File: config.mk
export PLATFORM = sky130hd
export DESIGN_NAME = mrf_top
export DESIGN_NICKNAME = d
export VERILOG_FILES = /design/src/shared/mrf_pkg.sv /design/src/shared/mrf_bank_if.sv /design/src/verilog/mrf_pin_filter.sv /design/src/verilog/mrf_result_bank.sv /design/src/verilog/mrf_top.sv
export SDC_FILE = /design/constraint.sdc
export NUM_CORES = 1
export LEC_CHECK = 0
export ABC_AREA = 1
export BUFFER_PORTS_ARGS = -buffer_cell sky130_fd_sc_hd__buf_2
export CELL_PAD_IN_SITES_DETAIL_PLACEMENT = 0
export CELL_PAD_IN_SITES_GLOBAL_PLACEMENT = 2
export CORE_ASPECT_RATIO = 0.8
export CORE_UTILIZATION = 25
export CTS_CLUSTER_DIAMETER = 200
export DETAILED_ROUTE_END_ITERATION = 12
export GPL_ROUTABILITY_DRIVEN = 0
export MAX_ROUTING_LAYER = met4
export PLACE_DENSITY_LB_ADDON = 0.1
export SYNTH_ARGS = -nofsm -noshare
export SYNTH_HDL_FRONTEND = slang
export SYNTH_SLANG_ARGS = --single-unit
File: constraint.sdc
create_clock -name core_clk -period 1.94 [get_ports core_clk]
set_clock_uncertainty 0.1 [all_clocks]
set_input_delay 0.194 -clock core_clk [delete_from_list [all_inputs] [get_ports core_clk]]
set_output_delay 0.194 -clock core_clk [all_outputs]
set_load 0.1 [all_outputs]
File: src/shared/mrf_pkg.sv
// Constants and types shared by the monitor result formatter and its bus slave.
// Assumes a single core clock domain; bus pins are sampled, not used as clocks.
// What this block does
// - Control bit 7 selects Celsius or Kelvin
// - Temperature LSB weighs one sixteenth degree
// - Temperature upper bit 7 is fresh flag
// - Upper bit 6 flags shorted remote sensor
// - Upper bit 5 flags open remote sensor
// - Sensor alarms meaningful only while fresh set
// - Upper holds bits 12..8, lower 7..0
// - Voltage upper bit 7 is fresh flag
// - Voltage bit 6 sign, bits 13..0 below
// - Single-ended LSB about 305.18 microvolts, positive
// - Differential LSB about 19.42 microvolts, signed
// - Supply equals 2.5 V plus code times LSB
// - Answer SMBus byte and word reads, writes
// - Slave only; clock input, data two-way
// - Work at 100 and 400 kbit/s
// - No result updates while a read runs
// - Lines are only pulled low, never driven
// - Start is data falling while clock high
// - Repeated start behaves exactly like start
// - Stop is data rising while clock high
// - Command byte loads low four pointer bits
// - Pointer advances per read byte, wraps zero
// - Both bytes of a result match
`default_nettype none
package mrf_pkg;
  localparam logic [3:0] ADDR_STATUS = 4'h0;
  localparam logic [3:0] ADDR_CONTROL = 4'h1;
  localparam logic [3:0] ADDR_TRIGGER = 4'h2;
  localparam logic [3:0] ADDR_FIRST_RESULT = 4'h4;
  localparam logic [7:0] CONTROL_RESET = 8'h00;
  localparam int CTRL_KELVIN_BIT = 7;
  localparam logic [12:0] KELVIN_OFFSET = 13'h1112;
  localparam logic [2:0] SUPPLY_SLOT = 3'h5;
  localparam int NUM_RESULTS = 6;
  localparam int BANK_DEPTH = 8;
  localparam int WORD_WIDTH = 15;
  localparam int CLK_PERIOD_NS = 8;
  localparam int SPIKE_NS = 50;
  localparam int FILTER_CYCLES = (SPIKE_NS + CLK_PERIOD_NS - 1) / CLK_PERIOD_NS;
  typedef enum logic [2:0] {
    st_idle, st_addr, st_cmd, st_wdata, st_rdata, st_skip
  } mrf_state_type;
endpackage
`default_nettype wire

File: src/shared/mrf_bank_if.sv
// Port between the slave core and its result word memory.
// Assumes writer and memory share core_clk.
`timescale 1ns/1ps
`default_nettype none
interface mrf_bank_if #(parameter int WIDTH = 15, parameter int DEPTH = 8);
  localparam int AW = $clog2(DEPTH);
  logic wr_en;
  logic [AW-1:0] wr_idx;
  logic [WIDTH-1:0] wr_data;
  logic [AW-1:0] rd_idx;
  logic [WIDTH-1:0] rd_data;
  modport writer (output wr_en, output wr_idx, output wr_data, output rd_idx, input rd_data);
  modport bank (input wr_en, input wr_idx, input wr_data, input rd_idx, output rd_data);
endinterface
`default_nettype wire

File: src/verilog/mrf_pin_filter.sv
// Two-flop synchroniser and stability filter for each bus pin.
// Assumes pins idle high; output changes only after STABLE steady cycles.
`timescale 1ns/1ps
`default_nettype none
module mrf_pin_filter #(parameter int WIDTH = 2, parameter int STABLE = 4) (
  input wire logic core_clk,
  input wire logic resetn,
  input wire logic clk_en,
  input wire logic [WIDTH-1:0] pin_in,
  output logic [WIDTH-1:0] pin_out
);
  localparam int CW = $clog2(STABLE + 1);
  genvar g;
  generate
    for (g = 0; g < WIDTH; g++) begin : g_pin
      logic meta;
      logic sync;
      logic level;
      logic [CW-1:0] cnt;
      // One flop per bit so no two processes write the output vector
      assign pin_out[g] = level;
      always_ff @(posedge core_clk or negedge resetn) begin
        if (!resetn) begin
          meta <= 1'b1;
          sync <= 1'b1;
          cnt <= '0;
          level <= 1'b1;
        end else if (clk_en) begin
          meta <= pin_in[g];
          sync <= meta;
          if (sync == level) begin
            cnt <= '0;
          end else if (cnt == CW'(STABLE - 1)) begin
            level <= sync;
            cnt <= '0;
          end else begin
            cnt <= cnt + 1'b1;
          end
        end
      end
    end
  endgenerate
endmodule
`default_nettype wire

File: src/verilog/mrf_result_bank.sv
// Result word memory: one word holds both bytes of a result.
// Assumes one write port and one registered read port on core_clk.
`timescale 1ns/1ps
`default_nettype none
module mrf_result_bank #(parameter int WIDTH = 15, parameter int DEPTH = 8) (
  input wire logic core_clk,
  input wire logic resetn,
  input wire logic clk_en,
  mrf_bank_if.bank bus
);
  logic [WIDTH-1:0] mem [DEPTH];
  always_ff @(posedge core_clk or negedge resetn) begin
    if (!resetn) begin
      for (int i = 0; i < DEPTH; i++) begin
        mem[i] <= '0;
      end
      bus.rd_data <= '0;
    end else if (clk_en) begin
      if (bus.wr_en) begin
        mem[bus.wr_idx] <= bus.wr_data;
      end
      bus.rd_data <= mem[bus.rd_idx];
    end
  end
endmodule
`default_nettype wire

File: src/verilog/mrf_top.sv
// Result formatter and two-wire slave of the voltage, current and temperature monitor.
// Assumes the sequencer offers one result at a time and waits while res_ready is low.
`timescale 1ns/1ps
`default_nettype none
module mrf_top #(
  parameter logic [6:0] DEV_ADDR = 7'h4c,
  parameter int FILTER_CYCLES = mrf_pkg::FILTER_CYCLES
) (
  input wire logic core_clk,
  input wire logic resetn,
  input wire logic clk_en,
  input wire logic scl_in,
  input wire logic sda_in,
  output logic sda_out,
  output logic sda_oe_n,
  input wire logic res_valid,
  input wire logic [2:0] res_slot,
  input wire logic res_is_temp,
  input wire logic [13:0] res_code,
  input wire logic res_short,
  input wire logic res_open,
  output logic res_ready,
  output logic [7:0] control,
  output logic trigger
);
  localparam int NR = mrf_pkg::NUM_RESULTS;

  // Result slot for a result register address
  function automatic logic [2:0] mrf_slot(input logic [3:0] addr);
    mrf_slot = addr[3:1] - 3'h2;
  endfunction

  logic [1:0] filt;
  logic scl_q;
  logic sda_q;
  mrf_pkg::mrf_state_type state;
  mrf_pkg::mrf_state_type next_state;
  logic [3:0] bitcnt;
  logic [3:0] next_bitcnt;
  logic [7:0] shreg;
  logic [7:0] next_shreg;
  logic [7:0] txreg;
  logic [7:0] next_txreg;
  logic [3:0] ptr;
  logic [3:0] next_ptr;
  logic rw;
  logic next_rw;
  logic reading;
  logic next_reading;
  logic next_oe_n;
  logic [NR-1:0] fresh;
  logic [NR-1:0] next_fresh;
  logic [7:0] tx_byte;
  logic reg_we;
  logic tx_load;
  logic cmd_done;

  mrf_bank_if #(.WIDTH(mrf_pkg::WORD_WIDTH), .DEPTH(mrf_pkg::BANK_DEPTH)) bank_bus ();

  mrf_pin_filter #(.WIDTH(2), .STABLE(FILTER_CYCLES)) u_filter (
    .core_clk(core_clk),
    .resetn(resetn),
    .clk_en(clk_en),
    .pin_in({scl_in, sda_in}),
    .pin_out(filt)
  );

  mrf_result_bank #(.WIDTH(mrf_pkg::WORD_WIDTH), .DEPTH(mrf_pkg::BANK_DEPTH)) u_bank (
    .core_clk(core_clk),
    .resetn(resetn),
    .clk_en(clk_en),
    .bus(bank_bus)
  );

  // Bus events from the filtered pins
  wire scl_rise = filt[1] & ~scl_q;
  wire scl_fall = ~filt[1] & scl_q;
  wire start = scl_q & filt[1] & sda_q & ~filt[0];
  wire stop = scl_q & filt[1] & ~sda_q & filt[0];
  wire busy = state != mrf_pkg::st_idle;
  wire addr_hit = shreg[7:1] == DEV_ADDR;
  wire [3:0] cmd_ptr = shreg[3:0];
  wire [3:0] ptr_inc = ptr + 4'h1;

  // Result formatting
  wire store = clk_en & res_valid & res_ready & (res_slot < 3'(NR));
  wire temp_fmt = res_is_temp & (res_slot != mrf_pkg::SUPPLY_SLOT);
  wire kelvin = control[mrf_pkg::CTRL_KELVIN_BIT];
  wire [12:0] temp_code = kelvin ? res_code[12:0]
                                 : res_code[12:0] - mrf_pkg::KELVIN_OFFSET;
  // Alarms are stored with their own result so fresh qualifies them
  wire [14:0] temp_word = {res_short, res_open, temp_code};
  // Voltage, current and supply codes pass as signed 14-bit codes
  wire [14:0] volt_word = {res_code[13], res_code};
  wire [14:0] fmt_word = temp_fmt ? temp_word : volt_word;

  assign bank_bus.wr_en = store;
  assign bank_bus.wr_idx = res_slot;
  assign bank_bus.wr_data = fmt_word;
  assign bank_bus.rd_idx = mrf_slot(ptr);

  // Fresh flags: a store wins over a clear in the same cycle
  wire [2:0] rd_slot = mrf_slot(ptr);
  wire is_result = ptr >= mrf_pkg::ADDR_FIRST_RESULT;
  wire [NR-1:0] set_mask = store ? NR'(1) << res_slot : '0;
  wire [NR-1:0] clr_mask = (clk_en & tx_load & is_result) ? NR'(1) << rd_slot : '0;
  assign next_fresh = (fresh & ~clr_mask) | set_mask;
  wire [7:0] status = {2'h0, fresh};

  // Byte offered to the master for the current pointer
  always_comb begin
    if (is_result && ptr[0]) begin
      tx_byte = bank_bus.rd_data[7:0];
    end else if (is_result) begin
      tx_byte = {fresh[rd_slot], bank_bus.rd_data[14:8]};
    end else if (ptr == mrf_pkg::ADDR_CONTROL) begin
      tx_byte = control;
    end else if (ptr == mrf_pkg::ADDR_STATUS || ptr == mrf_pkg::ADDR_TRIGGER) begin
      tx_byte = status;
    end else begin
      tx_byte = 8'h00;
    end
  end

  // Slave sequencer
  always_comb begin
    next_state = state;
    next_bitcnt = bitcnt;
    next_shreg = shreg;
    next_txreg = txreg;
    next_ptr = ptr;
    next_rw = rw;
    next_reading = reading;
    next_oe_n = sda_oe_n;
    reg_we = 1'b0;
    tx_load = 1'b0;
    cmd_done = 1'b0;
    if (stop) begin
      next_state = mrf_pkg::st_idle;
      next_oe_n = 1'b1;
      next_reading = 1'b0;
    end else if (start) begin
      next_state = mrf_pkg::st_addr;
      next_bitcnt = 4'h0;
      next_oe_n = 1'b1;
      next_reading = 1'b0;
    end else if (busy && scl_rise) begin
      if (bitcnt < 4'h8) begin
        next_shreg = {shreg[6:0], filt[0]};
        next_bitcnt = bitcnt + 4'h1;
      end else begin
        next_bitcnt = 4'h9;
        // Master not acknowledging ends the read
        if (state == mrf_pkg::st_rdata && filt[0]) begin
          next_state = mrf_pkg::st_skip;
        end
      end
    end else if (busy && scl_fall) begin
      if (bitcnt == 4'h8) begin
        case (state)
          mrf_pkg::st_addr: begin
            if (addr_hit) begin
              next_oe_n = 1'b0;
              next_rw = shreg[0];
              next_reading = shreg[0];
            end else begin
              next_state = mrf_pkg::st_skip;
            end
          end
          mrf_pkg::st_cmd: begin
            next_oe_n = 1'b0;
            next_ptr = cmd_ptr;
            cmd_done = 1'b1;
          end
          mrf_pkg::st_wdata: begin
            next_oe_n = 1'b0;
            next_ptr = ptr_inc;
            reg_we = 1'b1;
          end
          default: begin
            next_oe_n = 1'b1;
          end
        endcase
      end else if (bitcnt == 4'h9) begin
        next_bitcnt = 4'h0;
        next_oe_n = 1'b1;
        case (state)
          mrf_pkg::st_addr: begin
            next_state = rw ? mrf_pkg::st_rdata : mrf_pkg::st_cmd;
          end
          mrf_pkg::st_cmd: begin
            next_state = mrf_pkg::st_wdata;
          end
          default: begin
            next_state = state;
          end
        endcase
        if (next_state == mrf_pkg::st_rdata) begin
          next_oe_n = tx_byte[7];
          next_txreg = {tx_byte[6:0], 1'b0};
          next_ptr = ptr_inc;
          tx_load = 1'b1;
        end
      end else if (state == mrf_pkg::st_rdata) begin
        next_oe_n = txreg[7];
        next_txreg = {txreg[6:0], 1'b0};
      end
    end
  end

  always_ff @(posedge core_clk or negedge resetn) begin
    if (!resetn) begin
      scl_q <= 1'b1;
      sda_q <= 1'b1;
      state <= mrf_pkg::st_idle;
      bitcnt <= 4'h0;
    end else if (clk_en) begin
      scl_q <= filt[1];
      sda_q <= filt[0];
      state <= next_state;
      bitcnt <= next_bitcnt;
    end
  end

  always_ff @(posedge core_clk or negedge resetn) begin
    if (!resetn) begin
      shreg <= 8'h00;
      txreg <= 8'h00;
      ptr <= 4'h0;
      rw <= 1'b0;
    end else if (clk_en) begin
      shreg <= next_shreg;
      txreg <= next_txreg;
      ptr <= next_ptr;
      rw <= next_rw;
    end
  end

  always_ff @(posedge core_clk or negedge resetn) begin
    if (!resetn) begin
      reading <= 1'b0;
      res_ready <= 1'b1;
      sda_oe_n <= 1'b1;
      sda_out <= 1'b0;
    end else if (clk_en) begin
      reading <= next_reading;
      res_ready <= ~next_reading;
      sda_oe_n <= next_oe_n;
      sda_out <= 1'b0;
    end
  end

  always_ff @(posedge core_clk or negedge resetn) begin
    if (!resetn) begin
      fresh <= '0;
      control <= mrf_pkg::CONTROL_RESET;
      trigger <= 1'b0;
    end else if (clk_en) begin
      fresh <= next_fresh;
      if (reg_we && ptr == mrf_pkg::ADDR_CONTROL) begin
        control <= shreg;
      end
      trigger <= reg_we && ptr == mrf_pkg::ADDR_TRIGGER;
    end
  end
endmodule
`default_nettype wire
==> results.sh <==
export IMPL_die_area_um2=38000
export IMPL_place_inst=1666
export IMPL_vias=7624
export IMPL_hold_path_class="input port to register"
export IMPL_rsz0062_at_grt="yes"
export IMPL_grt_overflow=0
export IMPL_cts_buffers=17
export IMPL_relSlewSlack_pct=61.8
export IMPL_cp_required_ns=2.16
export IMPL_cts_tree="done"
export IMPL_worstHoldStart="clk_en"
export IMPL_crit_fanout=22
export IMPL_fin_cells=1704
export IMPL_portBuffers=36
export IMPL_drv_cap=0
export IMPL_worstHoldPathCells=3
export IMPL_areaGrowthSynthToFinish_pct=20.5
export IMPL_grt_pass1_wl_um=47200
export IMPL_period_share_pct=94.8
export IMPL_grt_pass1_vias=7651
export IMPL_cts_max_path_buffers=2
export IMPL_drt_pre_antenna_iters=5
export IMPL_rr_startpoint="res_ready$_DFFE_PN1P_"
export IMPL_min_to="res_ready$_DFFE_PN1P_"
export IMPL_cts_reportedPaths_clkPinSlew_ns=0.07
export IMPL_status="finished clean"
export IMPL_start_util_pct=25.6
export IMPL_netlist_instances=1146
export IMPL_min_period_ns=1.84
export IMPL_synth_area_um2=9300
export IMPL_worst_r2r_setup_slack_ns=0.10
export IMPL_drv_slew=0
export IMPL_critPathArrivalTime_ns=2.06
export IMPL_core_area_um2=36300
export IMPL_clk_latency_ns=0.46
export IMPL_path_cells="nand3_4 > a21oi_2 > nand2_2 > nor2_4 > inv_2 > nand2_1 > o21ai_1"
export IMPL_power_density_nw_per_um2=901
export IMPL_rows=62
export IMPL_setup_violations_final=0
export IMPL_ys_seq_elements=194
export IMPL_ys_types=41
export IMPL_antenna_found_initial=0
export IMPL_wl_um=29900
export IMPL_layout_common_cells="nand2_1 (411), dfrtp_1 (183), inv_1 (78), o21ai_0 (65), buf_4 (62)"
export IMPL_drc=0
export IMPL_chipWidth_um=218
export IMPL_cp_num_buf_inv=1
export IMPL_end_kind="register"
export IMPL_clock_sink_count=194
export IMPL_ys_warn_count=0
export IMPL_via_per_inst=4.47
export IMPL_synth_nets=1182
export IMPL_max_freq_mhz=544
export IMPL_cp_start_kind="register"
export IMPL_diodes=0
export IMPL_reg2regPathDepth=7
export IMPL_crit_family="flip-flops"
export IMPL_grt_max_degree=48
export IMPL_tightest_slew_ns=0.573
export IMPL_synth_enable_flop_cells=0
export IMPL_path_class="register to register"
export IMPL_ys_seq_area_share_pct=52.3
export IMPL_track_usage_pct=17.1
export IMPL_wl_per_cell_um=17.6
export IMPL_htree_levels=4
export IMPL_fp_dieH_um=175
export IMPL_timing_rr_end="u_bank.mem[119]$_DFFE_PN0P_"
export IMPL_antenna_left=0
export IMPL_synth_area_per_cell_um2=8.12
export IMPL_nFillCells=3957
export IMPL_drt_iter0_markers=544
export IMPL_finalPower_mw=10.1
export IMPL_crit_path_max_incr_delay_ns=0.65
export IMPL_synthArstFlopShare_pct=100
export IMPL_ctsRootBufferMaster="clkbuf_16"
export IMPL_layout_commonest_cell="nand2_1"
export IMPL_drive_gt1_share_pct=18.5
export IMPL_post_dp_hpwl_um=21000
export IMPL_timing_critical_path_slowest_stage_cell="dfstp_4"
export IMPL_ir_drop_v=0.000525
export IMPL_synthFlopType="dfrtp_1"
export IMPL_leakagePower_nw=5.29
export IMPL_layout_nets=1247
export IMPL_hold_violations=0
export IMPL_ios=38
## cells by family (layout without fill, tap and decap cells)
logic type | after synthesis | count (layout) | share of synthesized area [%]
simple gates | 586 | 586 | 26.6
flops | 194 | 194 | 52.3
compound gates | 185 | 185 | 12.0
buf+inv | 162 | 240 | 6.98
fa+ha+maj | 10 | 10 | 1.34
xor+xnor | 8 | 8 | 0.753
other cells | 1 | 1 | 0.0403
## sequential cells by signal, summed over array words and instances (netlist names), 2 cells and up
name                  cells
u_filter.g_pin.meta       2
txreg                     7
u_bank.mem              120
u_filter.g_pin.cnt        6
u_bank.bus.rd_data       15
fresh                     6
control                   8
bitcnt                    4
u_filter.g_pin.level      2
state                     3
shreg                     8
ptr                       4
u_filter.g_pin.sync       2
## metal layers
layer | up-vias | global-route usage, % | part of all wire [%]
met5 | - | - | 0
met4 | 0 | 2.38 | 0.52
met3 | 9 | 3.10 | 2.8
met2 | 72 | 23.4 | 41
met1 | 3711 | 26.3 | 56
li1 | 3832 | - | -
## metrics by stage
step	setup TNS (ns)	setup WS [ns]	hold WS (ns)	instance area (µm²)	utilization, %
after floorplan	0	0.00399	-0.202	9320	-
after global placement	-0.290	-0.0396	0.108	10500	28.9
after detailed placement	-0.144	-0.0375	0.109	10500	28.9
after CTS	0	0.0281	0.0188	11100	30.6
after global routing	-0.170	-0.0656	0.0422	11200	30.9
final	0	0.100	0.0351	11200	30.9
## synthesized netlist by cell type (8+ instances only)
cell type  instances  share of area [%]
a22oi_1           26                2.1
buf_2             11               0.59
o21ai_2           13                1.2
clkbuf_1          51                2.1
ha_1              10                1.3
o21ai_1           36                1.9
inv_2              9               0.36
xor2_1             8               0.75
a21oi_1           16               0.86
inv_1             84                3.4
nor2_1            54                2.2
o221ai_1           9               0.85
dfrtp_1          184                 49
nor2_2             8               0.54
o21ai_0           69                3.7
dfstp_2           10                2.8
nand2_1          415                 17
nand3_1           62                3.3
nand4_1           23                1.5
## how the worst max path moves through the flow
stage | start | to | slack [ns] | cells past startpoint
floorplan | res_ready$_DFFE_PN1P_ | u_bank.mem[53]$_DFFE_PN0P_ | 0.004 | 9
global placement | res_ready$_DFFE_PN1P_ | u_bank.mem[52]$_DFFE_PN0P_ | -0.04 | 7
detailed placement | res_ready$_DFFE_PN1P_ | u_bank.mem[52]$_DFFE_PN0P_ | -0.04 | 7
CTS | bitcnt[1]$_DFFE_PN0P_ | res_ready$_DFFE_PN1P_ | 0.03 | 8
global route | bitcnt[0]$_DFFE_PN0P_ | res_ready$_DFFE_PN1P_ | -0.07 | 8
finish | res_ready$_DFFE_PN1P_ | u_bank.mem[119]$_DFFE_PN0P_ | 0.10 | 7
## tightest hold or removal path: stages
cell and delay (ns):
buf_2 0.16, o21ai_0 0.17, inv_1 0.04
## cell type report
class	instances	area (µm²)	share of cell area (%)
flip-flops and latches	194	4870	43.4
multi-input cells	790	3910	34.9
repair buffers	113	906	8.08
well taps	480	601	5.35
clock buffers	19	443	3.95
inverters	95	363	3.24
clock inverters	13	121	1.08
## repair_timing
action | CTS | global route
setup endpoints to repair | 25 | 40
buffers inserted | 0 | 2
pin swaps | 1 | 2
gates resized for setup | 6 | 36
hold endpoints to repair | 86 | 0
hold buffers | 4 | 0
## power breakdown
group          switching, mW  internal, mW  leakage (nW)
sequential             0.383          4.73          2.47
clock                   1.78          1.73         0.270
combinational          0.900         0.581          2.54
total                   3.07          7.04          5.29
(Power assumes the default switching activity.)
